--- config.mk ---
export PLATFORM = sky130hd
export DESIGN_NAME = push_button_power_controller
export DESIGN_NICKNAME = d
export VERILOG_FILES = /design/src/inc/pb_power_pkg.sv /design/src/core/push_button_power_controller.sv
export VERILOG_INCLUDE_DIRS = /design/src /design/src/inc
export SDC_FILE = /design/constraint.sdc
export NUM_CORES = 1
export LEC_CHECK = 0
export BUFFER_PORTS_ARGS = -buffer_cell sky130_fd_sc_hd__buf_2
export CORE_ASPECT_RATIO = 0.5
export CORE_MARGIN = 1.5
export CORE_UTILIZATION = 35
export DETAILED_ROUTE_END_ITERATION = 10
export PLACE_DENSITY = 0.57
export SETUP_SLACK_MARGIN = 0.05
export SLEW_MARGIN = 20
export SYNTH_ARGS = -nofsm -noshare
export SYNTH_HDL_FRONTEND = slang
export SYNTH_SLANG_ARGS = --single-unit
--- constraint.sdc ---
create_clock -name ref_clk -period 7.04 [get_ports ref_clk]
set_input_delay 0.704 -clock ref_clk [delete_from_list [all_inputs] [get_ports ref_clk]]
set_output_delay 0.704 -clock ref_clk [all_outputs]
set_load 0.005 [all_outputs]
--- src/inc/pb_power_params.svh ---
`ifndef PB_POWER_PARAMS_SVH
`define PB_POWER_PARAMS_SVH
// clock rate and documented times
`define CLK_HZ 40000000
`define TURN_ON_DEBOUNCE_MS 32
`define TURN_OFF_DEBOUNCE_MS 32
`define MIN_PULSE_MS 32
`define FIXED_PD_MS 64
`define BLANKING_MS 512
`define RESET_HOLD_MS 200
`define MS_TO_CYC(ms) ((`CLK_HZ / 1000) * (ms))
// cycles derived from the times
`define TURN_ON_DEBOUNCE_CYC `MS_TO_CYC(`TURN_ON_DEBOUNCE_MS)
`define TURN_OFF_DEBOUNCE_CYC `MS_TO_CYC(`TURN_OFF_DEBOUNCE_MS)
`define MIN_PULSE_CYC `MS_TO_CYC(`MIN_PULSE_MS)
`define FIXED_PD_CYC `MS_TO_CYC(`FIXED_PD_MS)
`define BLANKING_CYC `MS_TO_CYC(`BLANKING_MS)
`define RESET_HOLD_CYC `MS_TO_CYC(`RESET_HOLD_MS)
`define CNT_W 32
`endif

--- src/inc/pb_power_pkg.sv ---
package pb_power_pkg;
  typedef enum logic [2:0] {
    ST_OFF, ST_BLANK, ST_ON, ST_REQ
  } pwr_state_t;
  typedef enum logic [1:0] {
    OWN_NONE, OWN_BUTTON, OWN_UV
  } owner_t;
  typedef struct packed {
    logic [2:0] pb_sync;
    logic [2:0] uv_sync;
    logic [2:0] kill_sync;
    logic [2:0] pf_sync;
    logic [2:0] vm_sync;
    logic pb_low;
    logic uv_low;
    logic kill_low;
    logic pf_low;
    logic vm_low;
    pwr_state_t state;
    owner_t owner;
    logic [31:0] on_cnt;
    logic [31:0] blank_cnt;
    logic [31:0] hold_cnt;
    logic [31:0] pulse_cnt;
    logic [31:0] rst_cnt;
    logic enable;
    logic req_n;
    logic pf_out_n;
    logic rst_out_n;
  } state_t;
endpackage

--- src/core/push_button_power_controller.sv ---
`timescale 1ns/100ps
`include "pb_power_params.svh"
// How it works
// - enable asserts after button held low for full turn-on debounce
// - blanking starts at enable; kill still low at end drops enable
// - kill level ignored during turn-on blanking
// - button and undervoltage also ignored during blanking
// - after blanking, kill low releases enable
// - press of debounce length raises shutdown request, short press keeps on
// - request stays low at least minimum pulse and while button held
// - owner held low past fixed plus adjustable delay drops enable and releases request
// - adjustable delay is configurable; zero gives fixed delay alone
// - undervoltage low past debounce raises request for minimum pulse
// - undervoltage held for extra delay drops enable without host
// - while off and undervoltage low, button is ignored
// - only the button path turns power on
// - first input low owns power-down; other ignored until done
// - power-fail output follows comparator; only clock enable and reset act on it
// - monitor reset low while under, held for hold time after
// - reset monitor independent of other pins and enable; clock enable freezes it
// - enable polarity is a build option
module push_button_power_controller #(
  parameter bit ENABLE_ACTIVE_HIGH = 1'b1,
  parameter int unsigned TURN_ON_CYC = `TURN_ON_DEBOUNCE_CYC,
  parameter int unsigned TURN_OFF_CYC = `TURN_OFF_DEBOUNCE_CYC,
  parameter int unsigned PULSE_CYC = `MIN_PULSE_CYC,
  parameter int unsigned FIXED_PD_CYC = `FIXED_PD_CYC,
  parameter int unsigned BLANK_CYC = `BLANKING_CYC,
  parameter int unsigned RST_HOLD_CYC = `RESET_HOLD_CYC
) (
  // clock, reset, enable
  input wire logic ref_clk,
  input wire logic reset_n,
  input wire logic clk_en,
  // pins and comparator results
  input wire logic push_button_n,
  input wire logic undervoltage_input,
  input wire logic power_kill_n,
  input wire logic power_fail_input,
  input wire logic voltage_monitor_input,
  // adjustable power-down delay in cycles
  input wire logic [31:0] power_down_timer_setting,
  // outputs
  output logic power_enable,
  output logic shutdown_request_n,
  output logic power_fail_output_n,
  output logic monitor_reset_n
);
  pb_power_pkg::state_t s_reg;
  pb_power_pkg::state_t s_next;
  logic [31:0] pd_total;
  logic owner_low;

  // total forced power-down delay
  assign pd_total = FIXED_PD_CYC + power_down_timer_setting;
  assign owner_low = (s_reg.owner == pb_power_pkg::OWN_BUTTON) ?
                     s_reg.pb_low : s_reg.uv_low;

  always_comb begin
    s_next = s_reg;
    // three-stage sync; change counts when stages 2 and 3 agree
    s_next.pb_sync = {s_reg.pb_sync[1:0], push_button_n};
    s_next.uv_sync = {s_reg.uv_sync[1:0], undervoltage_input};
    s_next.kill_sync = {s_reg.kill_sync[1:0], power_kill_n};
    s_next.pf_sync = {s_reg.pf_sync[1:0], power_fail_input};
    s_next.vm_sync = {s_reg.vm_sync[1:0], voltage_monitor_input};
    if (s_reg.pb_sync[1] == s_reg.pb_sync[2])
      s_next.pb_low = !s_reg.pb_sync[2];
    if (s_reg.uv_sync[1] == s_reg.uv_sync[2])
      s_next.uv_low = !s_reg.uv_sync[2];
    if (s_reg.kill_sync[1] == s_reg.kill_sync[2])
      s_next.kill_low = !s_reg.kill_sync[2];
    if (s_reg.pf_sync[1] == s_reg.pf_sync[2])
      s_next.pf_low = !s_reg.pf_sync[2];
    if (s_reg.vm_sync[1] == s_reg.vm_sync[2])
      s_next.vm_low = !s_reg.vm_sync[2];

    // power-fail pass-through, no other input involved
    s_next.pf_out_n = !s_reg.pf_low;

    // reset monitor with hold time, independent of the rest
    if (s_reg.vm_low) begin
      s_next.rst_out_n = 1'b0;
      s_next.rst_cnt = '0;
    end else if (!s_reg.rst_out_n) begin
      if (s_reg.rst_cnt >= RST_HOLD_CYC - 1)
        s_next.rst_out_n = 1'b1;
      else
        s_next.rst_cnt = s_reg.rst_cnt + 32'h1;
    end

    // minimum request pulse timer
    if (!s_reg.req_n && s_reg.pulse_cnt < PULSE_CYC)
      s_next.pulse_cnt = s_reg.pulse_cnt + 32'h1;

    unique case (s_reg.state)
      pb_power_pkg::ST_OFF: begin
        // undervoltage locks out button; only button turns on
        if (s_reg.pb_low && !s_reg.uv_low) begin
          if (s_reg.on_cnt >= TURN_ON_CYC - 1) begin
            s_next.state = pb_power_pkg::ST_BLANK;
            s_next.enable = 1'b1;
            s_next.on_cnt = '0;
            s_next.blank_cnt = '0;
          end else
            s_next.on_cnt = s_reg.on_cnt + 32'h1;
        end else
          s_next.on_cnt = '0; // interruption restarts debounce
      end
      pb_power_pkg::ST_BLANK: begin
        // button, undervoltage not looked at here; kill only at the end
        if (s_reg.blank_cnt >= BLANK_CYC - 1) begin
          s_next.blank_cnt = '0;
          if (s_reg.kill_low) begin
            s_next.state = pb_power_pkg::ST_OFF;
            s_next.enable = 1'b0;
          end else
            s_next.state = pb_power_pkg::ST_ON;
        end else
          s_next.blank_cnt = s_reg.blank_cnt + 32'h1;
      end
      pb_power_pkg::ST_ON, pb_power_pkg::ST_REQ: begin
        // pick an owner: first input low wins
        if (s_reg.owner == pb_power_pkg::OWN_NONE) begin
          s_next.hold_cnt = '0;
          if (s_reg.pb_low)
            s_next.owner = pb_power_pkg::OWN_BUTTON;
          else if (s_reg.uv_low)
            s_next.owner = pb_power_pkg::OWN_UV;
        end else if (owner_low) begin
          s_next.hold_cnt = s_reg.hold_cnt + 32'h1;
          // debounce met: raise request
          if (s_reg.hold_cnt == TURN_OFF_CYC - 1 && s_reg.req_n) begin
            s_next.req_n = 1'b0;
            s_next.pulse_cnt = '0;
            s_next.state = pb_power_pkg::ST_REQ;
          end
          // forced power-down by owner held long
          if (s_reg.hold_cnt >= pd_total - 1) begin
            s_next.state = pb_power_pkg::ST_OFF;
            s_next.enable = 1'b0;
            s_next.req_n = 1'b1;
            s_next.owner = pb_power_pkg::OWN_NONE;
          end
        end else begin
          // owner released early: enable stays on
          s_next.owner = pb_power_pkg::OWN_NONE;
          s_next.hold_cnt = '0;
        end
        // release request after minimum width and button let go
        if (!s_reg.req_n && s_reg.pulse_cnt >= PULSE_CYC - 1 &&
            !(s_reg.owner == pb_power_pkg::OWN_BUTTON && s_reg.pb_low))
          s_next.req_n = 1'b1;
        // host kill low drops enable
        if (s_reg.kill_low) begin
          s_next.state = pb_power_pkg::ST_OFF;
          s_next.enable = 1'b0;
          s_next.req_n = 1'b1;
          s_next.owner = pb_power_pkg::OWN_NONE;
          s_next.hold_cnt = '0;
        end
      end
      default: begin
        s_next.state = pb_power_pkg::ST_OFF;
        s_next.enable = 1'b0;
      end
    endcase
  end

  // single state register; clock enable freezes everything
  always_ff @(posedge ref_clk or negedge reset_n) begin
    if (!reset_n) begin
      s_reg <= '0;
      s_reg.pb_sync <= 3'h7;
      s_reg.uv_sync <= 3'h7;
      s_reg.kill_sync <= 3'h7;
      s_reg.pf_sync <= 3'h7;
      s_reg.state <= pb_power_pkg::ST_OFF;
      s_reg.owner <= pb_power_pkg::OWN_NONE;
      s_reg.req_n <= 1'b1;
      s_reg.pf_out_n <= 1'b1;
    end else if (clk_en) begin
      s_reg <= s_next;
    end
  end

  // outputs straight from flops; polarity by build option
  assign power_enable = ENABLE_ACTIVE_HIGH ? s_reg.enable : !s_reg.enable;
  assign shutdown_request_n = s_reg.req_n;
  assign power_fail_output_n = s_reg.pf_out_n;
  assign monitor_reset_n = s_reg.rst_out_n;
endmodule

==> results of run 1 <==
-- worst register-to-register path, stage by stage, from the launching register on --
cell     delay (ps)
dfrtp_1         450
nor4_1          330
o21ai_0         170
o21ai_0         580
nand2_1         540
nor2_1          740
nand3_1         150
o21ai_0         190
-- per-stage QoR --
stage               area, um^2  setup slack [ps]  hold WS [ps]  util [%]  total power, mW
finish                   11380              2241         349.2     40.37            2.268
global route             11380              2035         438.6     40.37            2.373
CTS                      11370              2350         419.2     40.32            2.298
detailed placement       10810              1870         450.5     38.35            1.366
global placement         10810              1951         449.8     38.35            1.357
floorplan                10210              2790         408.4         -            1.286
-- metal layers --
| metal | GRT usage, % | part of all wire (%) | vias to the layer above |
|---|---|---|---|
| li1 | - | - | 4067 |
| met1 | 20.73 | 51 | 4019 |
| met2 | 23.85 | 46 | 90 |
| met3 | 3.167 | 2.2 | 19 |
| met4 | 3.858 | 0.93 | 0 |
| met5 | 0 | 0 | - |
-- area by class of cell --
type,instances,share of cell area (%)
sequential,188,41.49
clock buffer,23,4.112
inverter,27,0.8905
clock inverter,9,0.7916
tap,382,4.200
multi-input combinational,875,46.19
timing repair buffer,48,2.331
-- how the worst max path moves through the flow --
stage,startpoint,end,slack (ps),depth (start not counted)
2_1_floorplan,power_down_timer_setting[4],power_enable,2790,14
3_3_place_gp,power_down_timer_setting[4],power_enable,1950,15
3_5_place_dp,power_down_timer_setting[4],power_enable,1870,15
4_1_cts,power_down_timer_setting[4],power_enable,2350,15
5_1_grt,power_down_timer_setting[4],s_reg[166],2040,15
6_report,power_down_timer_setting[4],power_enable,2240,15
-- cells by family (layout without fill, tap and decap cells) --
family / Yosys count / in the layout / share of synthesized area (%)
adders and majority gates: 38 / 38 / 4.656
and+or+nand+nor: 526 / 526 / 25.83
AOI/OAI and AO/OA: 214 / 214 / 12.38
DFF: 188 / 188 / 46.24
xor gates and xnor gates: 88 / 88 / 7.548
buffers and inverters: 65 / 107 / 2.402
muxes: 9 / 9 / 0.9435
-- cells in the mapped netlist (2+ instances only) --
master     instances  area (um^2)
nand3_1           55        275.3
dfrtp_1          174         4354
inv_1             27        101.4
ha_1              38        475.5
a211oi_1           2        15.01
mux2_2             5        56.30
or4_1              4        30.03
and2_1            26        162.7
a41oi_1            4        35.03
nor3_1            42        210.2
o31ai_1           15        112.6
xnor2_1           46        402.9
dfstp_2           14        367.9
nand3b_1           2        15.01
o2111ai_1          2        17.52
o21bai_1           2        15.01
a221o_1            2        20.02
or3_1             11        68.82
o311a_1            3        30.03
nand4_1           31        193.9
a21o_1             2        15.01
o21a_1             3        22.52
nand2b_1          11        68.82
a21oi_1           43        215.2
nor2b_1           18        112.6
and3_1            32        200.2
xor2_1            42        367.9
nor2_1           123        461.7
o41ai_1            6        52.55
a31oi_1           13        81.33
clkbuf_1          34        127.6
mux2i_1            4        40.04
buf_1              3        11.26
o21ai_0          102        510.5
a22o_1             2        17.52
o211ai_1           2        15.01
nor4b_1            4        35.03
a2111oi_0          2        17.52
nor4_1            29        181.4
nand2_1          123        461.7
-- power by group --
part	internal [mW]	switching, mW	total (mW)
clock network	0.508	0.417	0.925
logic	0.0685	0.117	0.185
registers	1.12	0.0384	1.16
total	1.70	0.572	2.27
==> out/qor.yml, run 1 <==
rsz0062_at_grt: "false"
hpwlAfterDp_um: 15140
fmax_mhz: 208.4
postCtsHoldBufs: 0
cts_tree: "done"
relSlewSlack_pct: 37.18
fin_tns_setup_ps: 0
ant_nets: 0
cpLargestDelayFamily: "simple AND/OR/NAND/NOR gates"
dieArea_um2: 30270
r2r_setup_slack_ps: 3800
fin_nets: 1235
ctsResizeCount: 0
hold_path_class: "input port to async pin"
start_util_pct: 36.22
r2r_start: "s_reg[144]"
max_stage_delay_ps: 780
cts_made_buffers: 17
finalCriticalPeriod_ps: 4799
synth_edf_count: 0
ys.flop_type: "dfrtp_1"
max_cap_violations: 0
instances_no_fill: 1552
fp.dieH_um: 123.8
core.rowCount: 43
htree_levels: 4
vias_per_cell: 5.280
multi_input_area_um2: 5256
async_flop_share_pct: 100.0
synth_area_um2: 10210
n_antenna_cell: 0
layout-drive-gt1-share_pct: 9.231
layout_common_cells: "174 x dfrtp_1, 123 x nand2_1, 123 x nor2_1"
syn_nets: 1206
ys.warnings.count: 0
fill_cells: 2789
syn_avg_cell_area_um2: 9.052
first_pass_iters: 4
die_w_um: 244.6
seq_area_um2: 4722
port_buffers: 43
dr.first_iter.drc_count: 563
post-place-cells: 1520
ys_types: 65
gp_congestion: 0.8148
status: "complete, no violations"
grtUsageTotal_pct: 14.94
largest_reg_flops: 174
r2r-end: "s_reg[145]"
crit_fanout: 5
setup_viol: 0
post_cts_buffers: 0
cp_slowest_cell: "o32ai_1"
synth_cells: 1128
worstPathCellList: "buf_2 > or3_1 > nor3b_2 > a21oi_1 > or4_1 > a31oi_1 > nand3b_1 > xor2_1 > ha_1 > nand4_1 > nor4_1 > a211oi_1 > o32ai_1 > o21ai_0 > a22o_1"
cp.required_ps: 7370
insertion_delay_ps: 440
wirelength_um: 21760
ir_drop_mv: 0.1525
grt_pass1_wl_um: 36940
p_leak_nw: 4.959
timing.final.crit_share_pct: 68.16
boundaryPins: 44
worstPathArrival_ps: 5120
yosysSeqAreaShare_pct: 46.24
grt_max_degree: 110
path_buf_inv: 1
drc: 0
path_clk_slew_ps: 70
wire_per_inst_um: 14.02
startpoint_type: "input port"
p_per_area_nw_per_um2: 199.3
area_growth_pct: 11.46
reg2reg_depth: 7
cts_root_buffer: "clkbuf_16"
routed-via-count: 8195
overflow: 0
synth_seq_cells: 188
hold_viol: 0
final_common_cell: "dfrtp_1"
antenna_found_initial: 0
core_um2: 28190
clock-sinks: 188
worstMarginPinSlew_ps: 933.7
end_kind: "register"
skew_ps: 9.128
final_max_slew_viol_count: 0
cts.path.max_buffers: 2
grt_pass1_vias: 7651
path_class: "input port to register"
No activity file was read; power rests on OpenSTA's default activity.
==> inputs of run 2 (changes only) <==
==> constraint.sdc (replaced) <==
create_clock -name ref_clk -period 4.9 [get_ports ref_clk]
set_input_delay 0.49 -clock ref_clk [delete_from_list [all_inputs] [get_ports ref_clk]]
set_output_delay 0.49 -clock ref_clk [all_outputs]
set_load 0.005 [all_outputs]
==> out/qor.yml, run 2 (synthesized netlist as in run 1, its figures left out) <==
finalCriticalPeriod_ps: 4327
fill_cells: 2766
path_clk_slew_ps: 70
status: "complete, no violations"
path_class: "input port to register"
end_kind: "register"
post-place-cells: 1524
p_per_area_nw_per_um2: 297.9
cts_root_buffer: "clkbuf_16"
boundaryPins: 44
worstPathCellList: "buf_2 > or3_1 > nor3b_2 > a21oi_1 > or4_1 > a31oi_1 > nand3b_1 > xor2_1 > ha_1 > nand4_1 > nor4_1 > a211oi_1 > o32ai_1 > buf_4 > o21ai_0 > a22o_1"
hold_path_class: "input port to async pin"
instances_no_fill: 1556
gp_congestion: 0.7926
core.rowCount: 43
n_antenna_cell: 0
wire_per_inst_um: 13.97
fmax_mhz: 231.1
routed-via-count: 8100
crit_fanout: 5
die_w_um: 244.6
final_max_slew_viol_count: 0
grtUsageTotal_pct: 15.03
met3WireLength_um: 514
start_util_pct: 36.22
hpwlAfterDp_um: 15170
skew_ps: 9.518
layout-drive-gt1-share_pct: 9.710
cts.path.max_buffers: 2
cts_tree: "done"
relSlewSlack_pct: 29.84
fin_nets: 1239
wirelength_um: 21740
ctsResizeCount: 0
place_ws_ps: 106.9
layout_common_cells: "174 x dfrtp_1, 123 x nand2_1, 123 x nor2_1"
cp.required_ps: 5220
largest_reg_flops: 174
grt_pass1_wl_um: 36920
post_cts_buffers: 0
ant_nets: 0
rsz0062_at_grt: "false"
hold_viol: 0
grt_max_degree: 119
p_leak_nw: 5.015
dieArea_um2: 30270
worstPathArrival_ps: 4650
met2_length_um: 9910
cp_slowest_cell: "nor4_1"
fp.dieH_um: 123.8
max_cap_violations: 0
htree_levels: 4
worstMarginPinSlew_ps: 1050
postCtsHoldBufs: 0
dr.first_iter.drc_count: 581
clock-sinks: 188
drc: 0
timing.final.crit_share_pct: 88.31
port_buffers: 43
setup_viol: 0
route.layer.met1.wl_um: 11010
overflow: 0
insertion_delay_ps: 440
antenna_found_initial: 0
fin_tns_setup_ps: 0
area_growth_pct: 12.49
vias_per_cell: 5.206
ir_drop_mv: 0.1841
first_pass_iters: 5
startpoint_type: "input port"
seq_area_um2: 4722
max_stage_delay_ps: 460
core_um2: 28190
final_common_cell: "dfrtp_1"
multi_input_area_um2: 5249
grt_pass1_vias: 7556
cts_made_buffers: 17
top_layer: "met4"
postLayoutSetupSlackWorst_ps: 572.6
[run 2: cell count changes in the layout (fill, tap and decap cells not counted), sizes merged]
cell,delta
clkbuf,-5
buf,+4
bufinv,+3
inv,+2
clkinv,-1
clkinvlp,+1
[run 2: metrics by stage]
step / total power [mW] / utilization, % / hold slack, ps / area [um^2]
3_3_place_gp: 1.955 / 38.50 / 445.7 / 10850
4_1_cts: 3.470 / 40.74 / 232.5 / 11480
5_1_grt: 3.575 / 40.74 / 268.8 / 11490
2_1_floorplan: 1.848 / - / 194.4 / 10210
6_report: 3.422 / 40.74 / 186.1 / 11490
3_5_place_dp: 1.967 / 38.50 / 438.6 / 10850
[run 2: power by group]
| group | switching, mW | internal [mW] | leakage, nW | total, mW |
|---|---|---|---|---|
| Clock | 0.617 | 0.870 | 0.303 | 1.49 |
| Combinational | 0.168 | 0.103 | 2.19 | 0.270 |
| Sequential | 0.0556 | 1.61 | 2.52 | 1.66 |
| Total | 0.841 | 2.58 | 5.02 | 3.42 |
[run 2: routing by layer]
metal,GRT usage (%),vias up
met5,0,-
met1,20.95,3917
met3,2.801,17
met2,23.54,77
met4,5.247,0
li1,-,4089
[run 2: final cells by class]
type / instances / share of cell area [%]
Inverter: 27 / 0.8824
Clock inverter: 14 / 1.678
Multi-Input combinational cell: 875 / 45.70
Sequential cell: 188 / 41.11
Tap cell: 382 / 4.161
Timing Repair Buffer: 52 / 2.647
Clock buffer: 18 / 3.824
[run 2: worst paths after layout]
| check | depth (start not counted) | to | from | slack, ps |
|---|---|---|---|---|
| worst min register to register | 1 | s_reg[169] | s_reg[176] | 460 |
| worst min-delay path | 1 | s_reg[144] | reset_n | 190 |
| worst max-delay path | 16 | power_enable | power_down_timer_setting[4] | 570 |
| worst max register to register | 7 | s_reg[146] | s_reg[144] | 1600 |
| min in group ref_clk | 2 | s_next[184] | undervoltage_input | 290 |
| max in group asynchronous | 2 | s_next[179] | reset_n | 3810 |
[run 2: critical path, delay by kind of cell]
family | cells | cell delay, ps
AOI/OAI and AO/OA | 6 | 1430
xor gates and xnor gates | 1 | 70
adders and majority gates | 1 | 310
buffers and inverters | 2 | 310
and+or+nand+nor | 6 | 2020
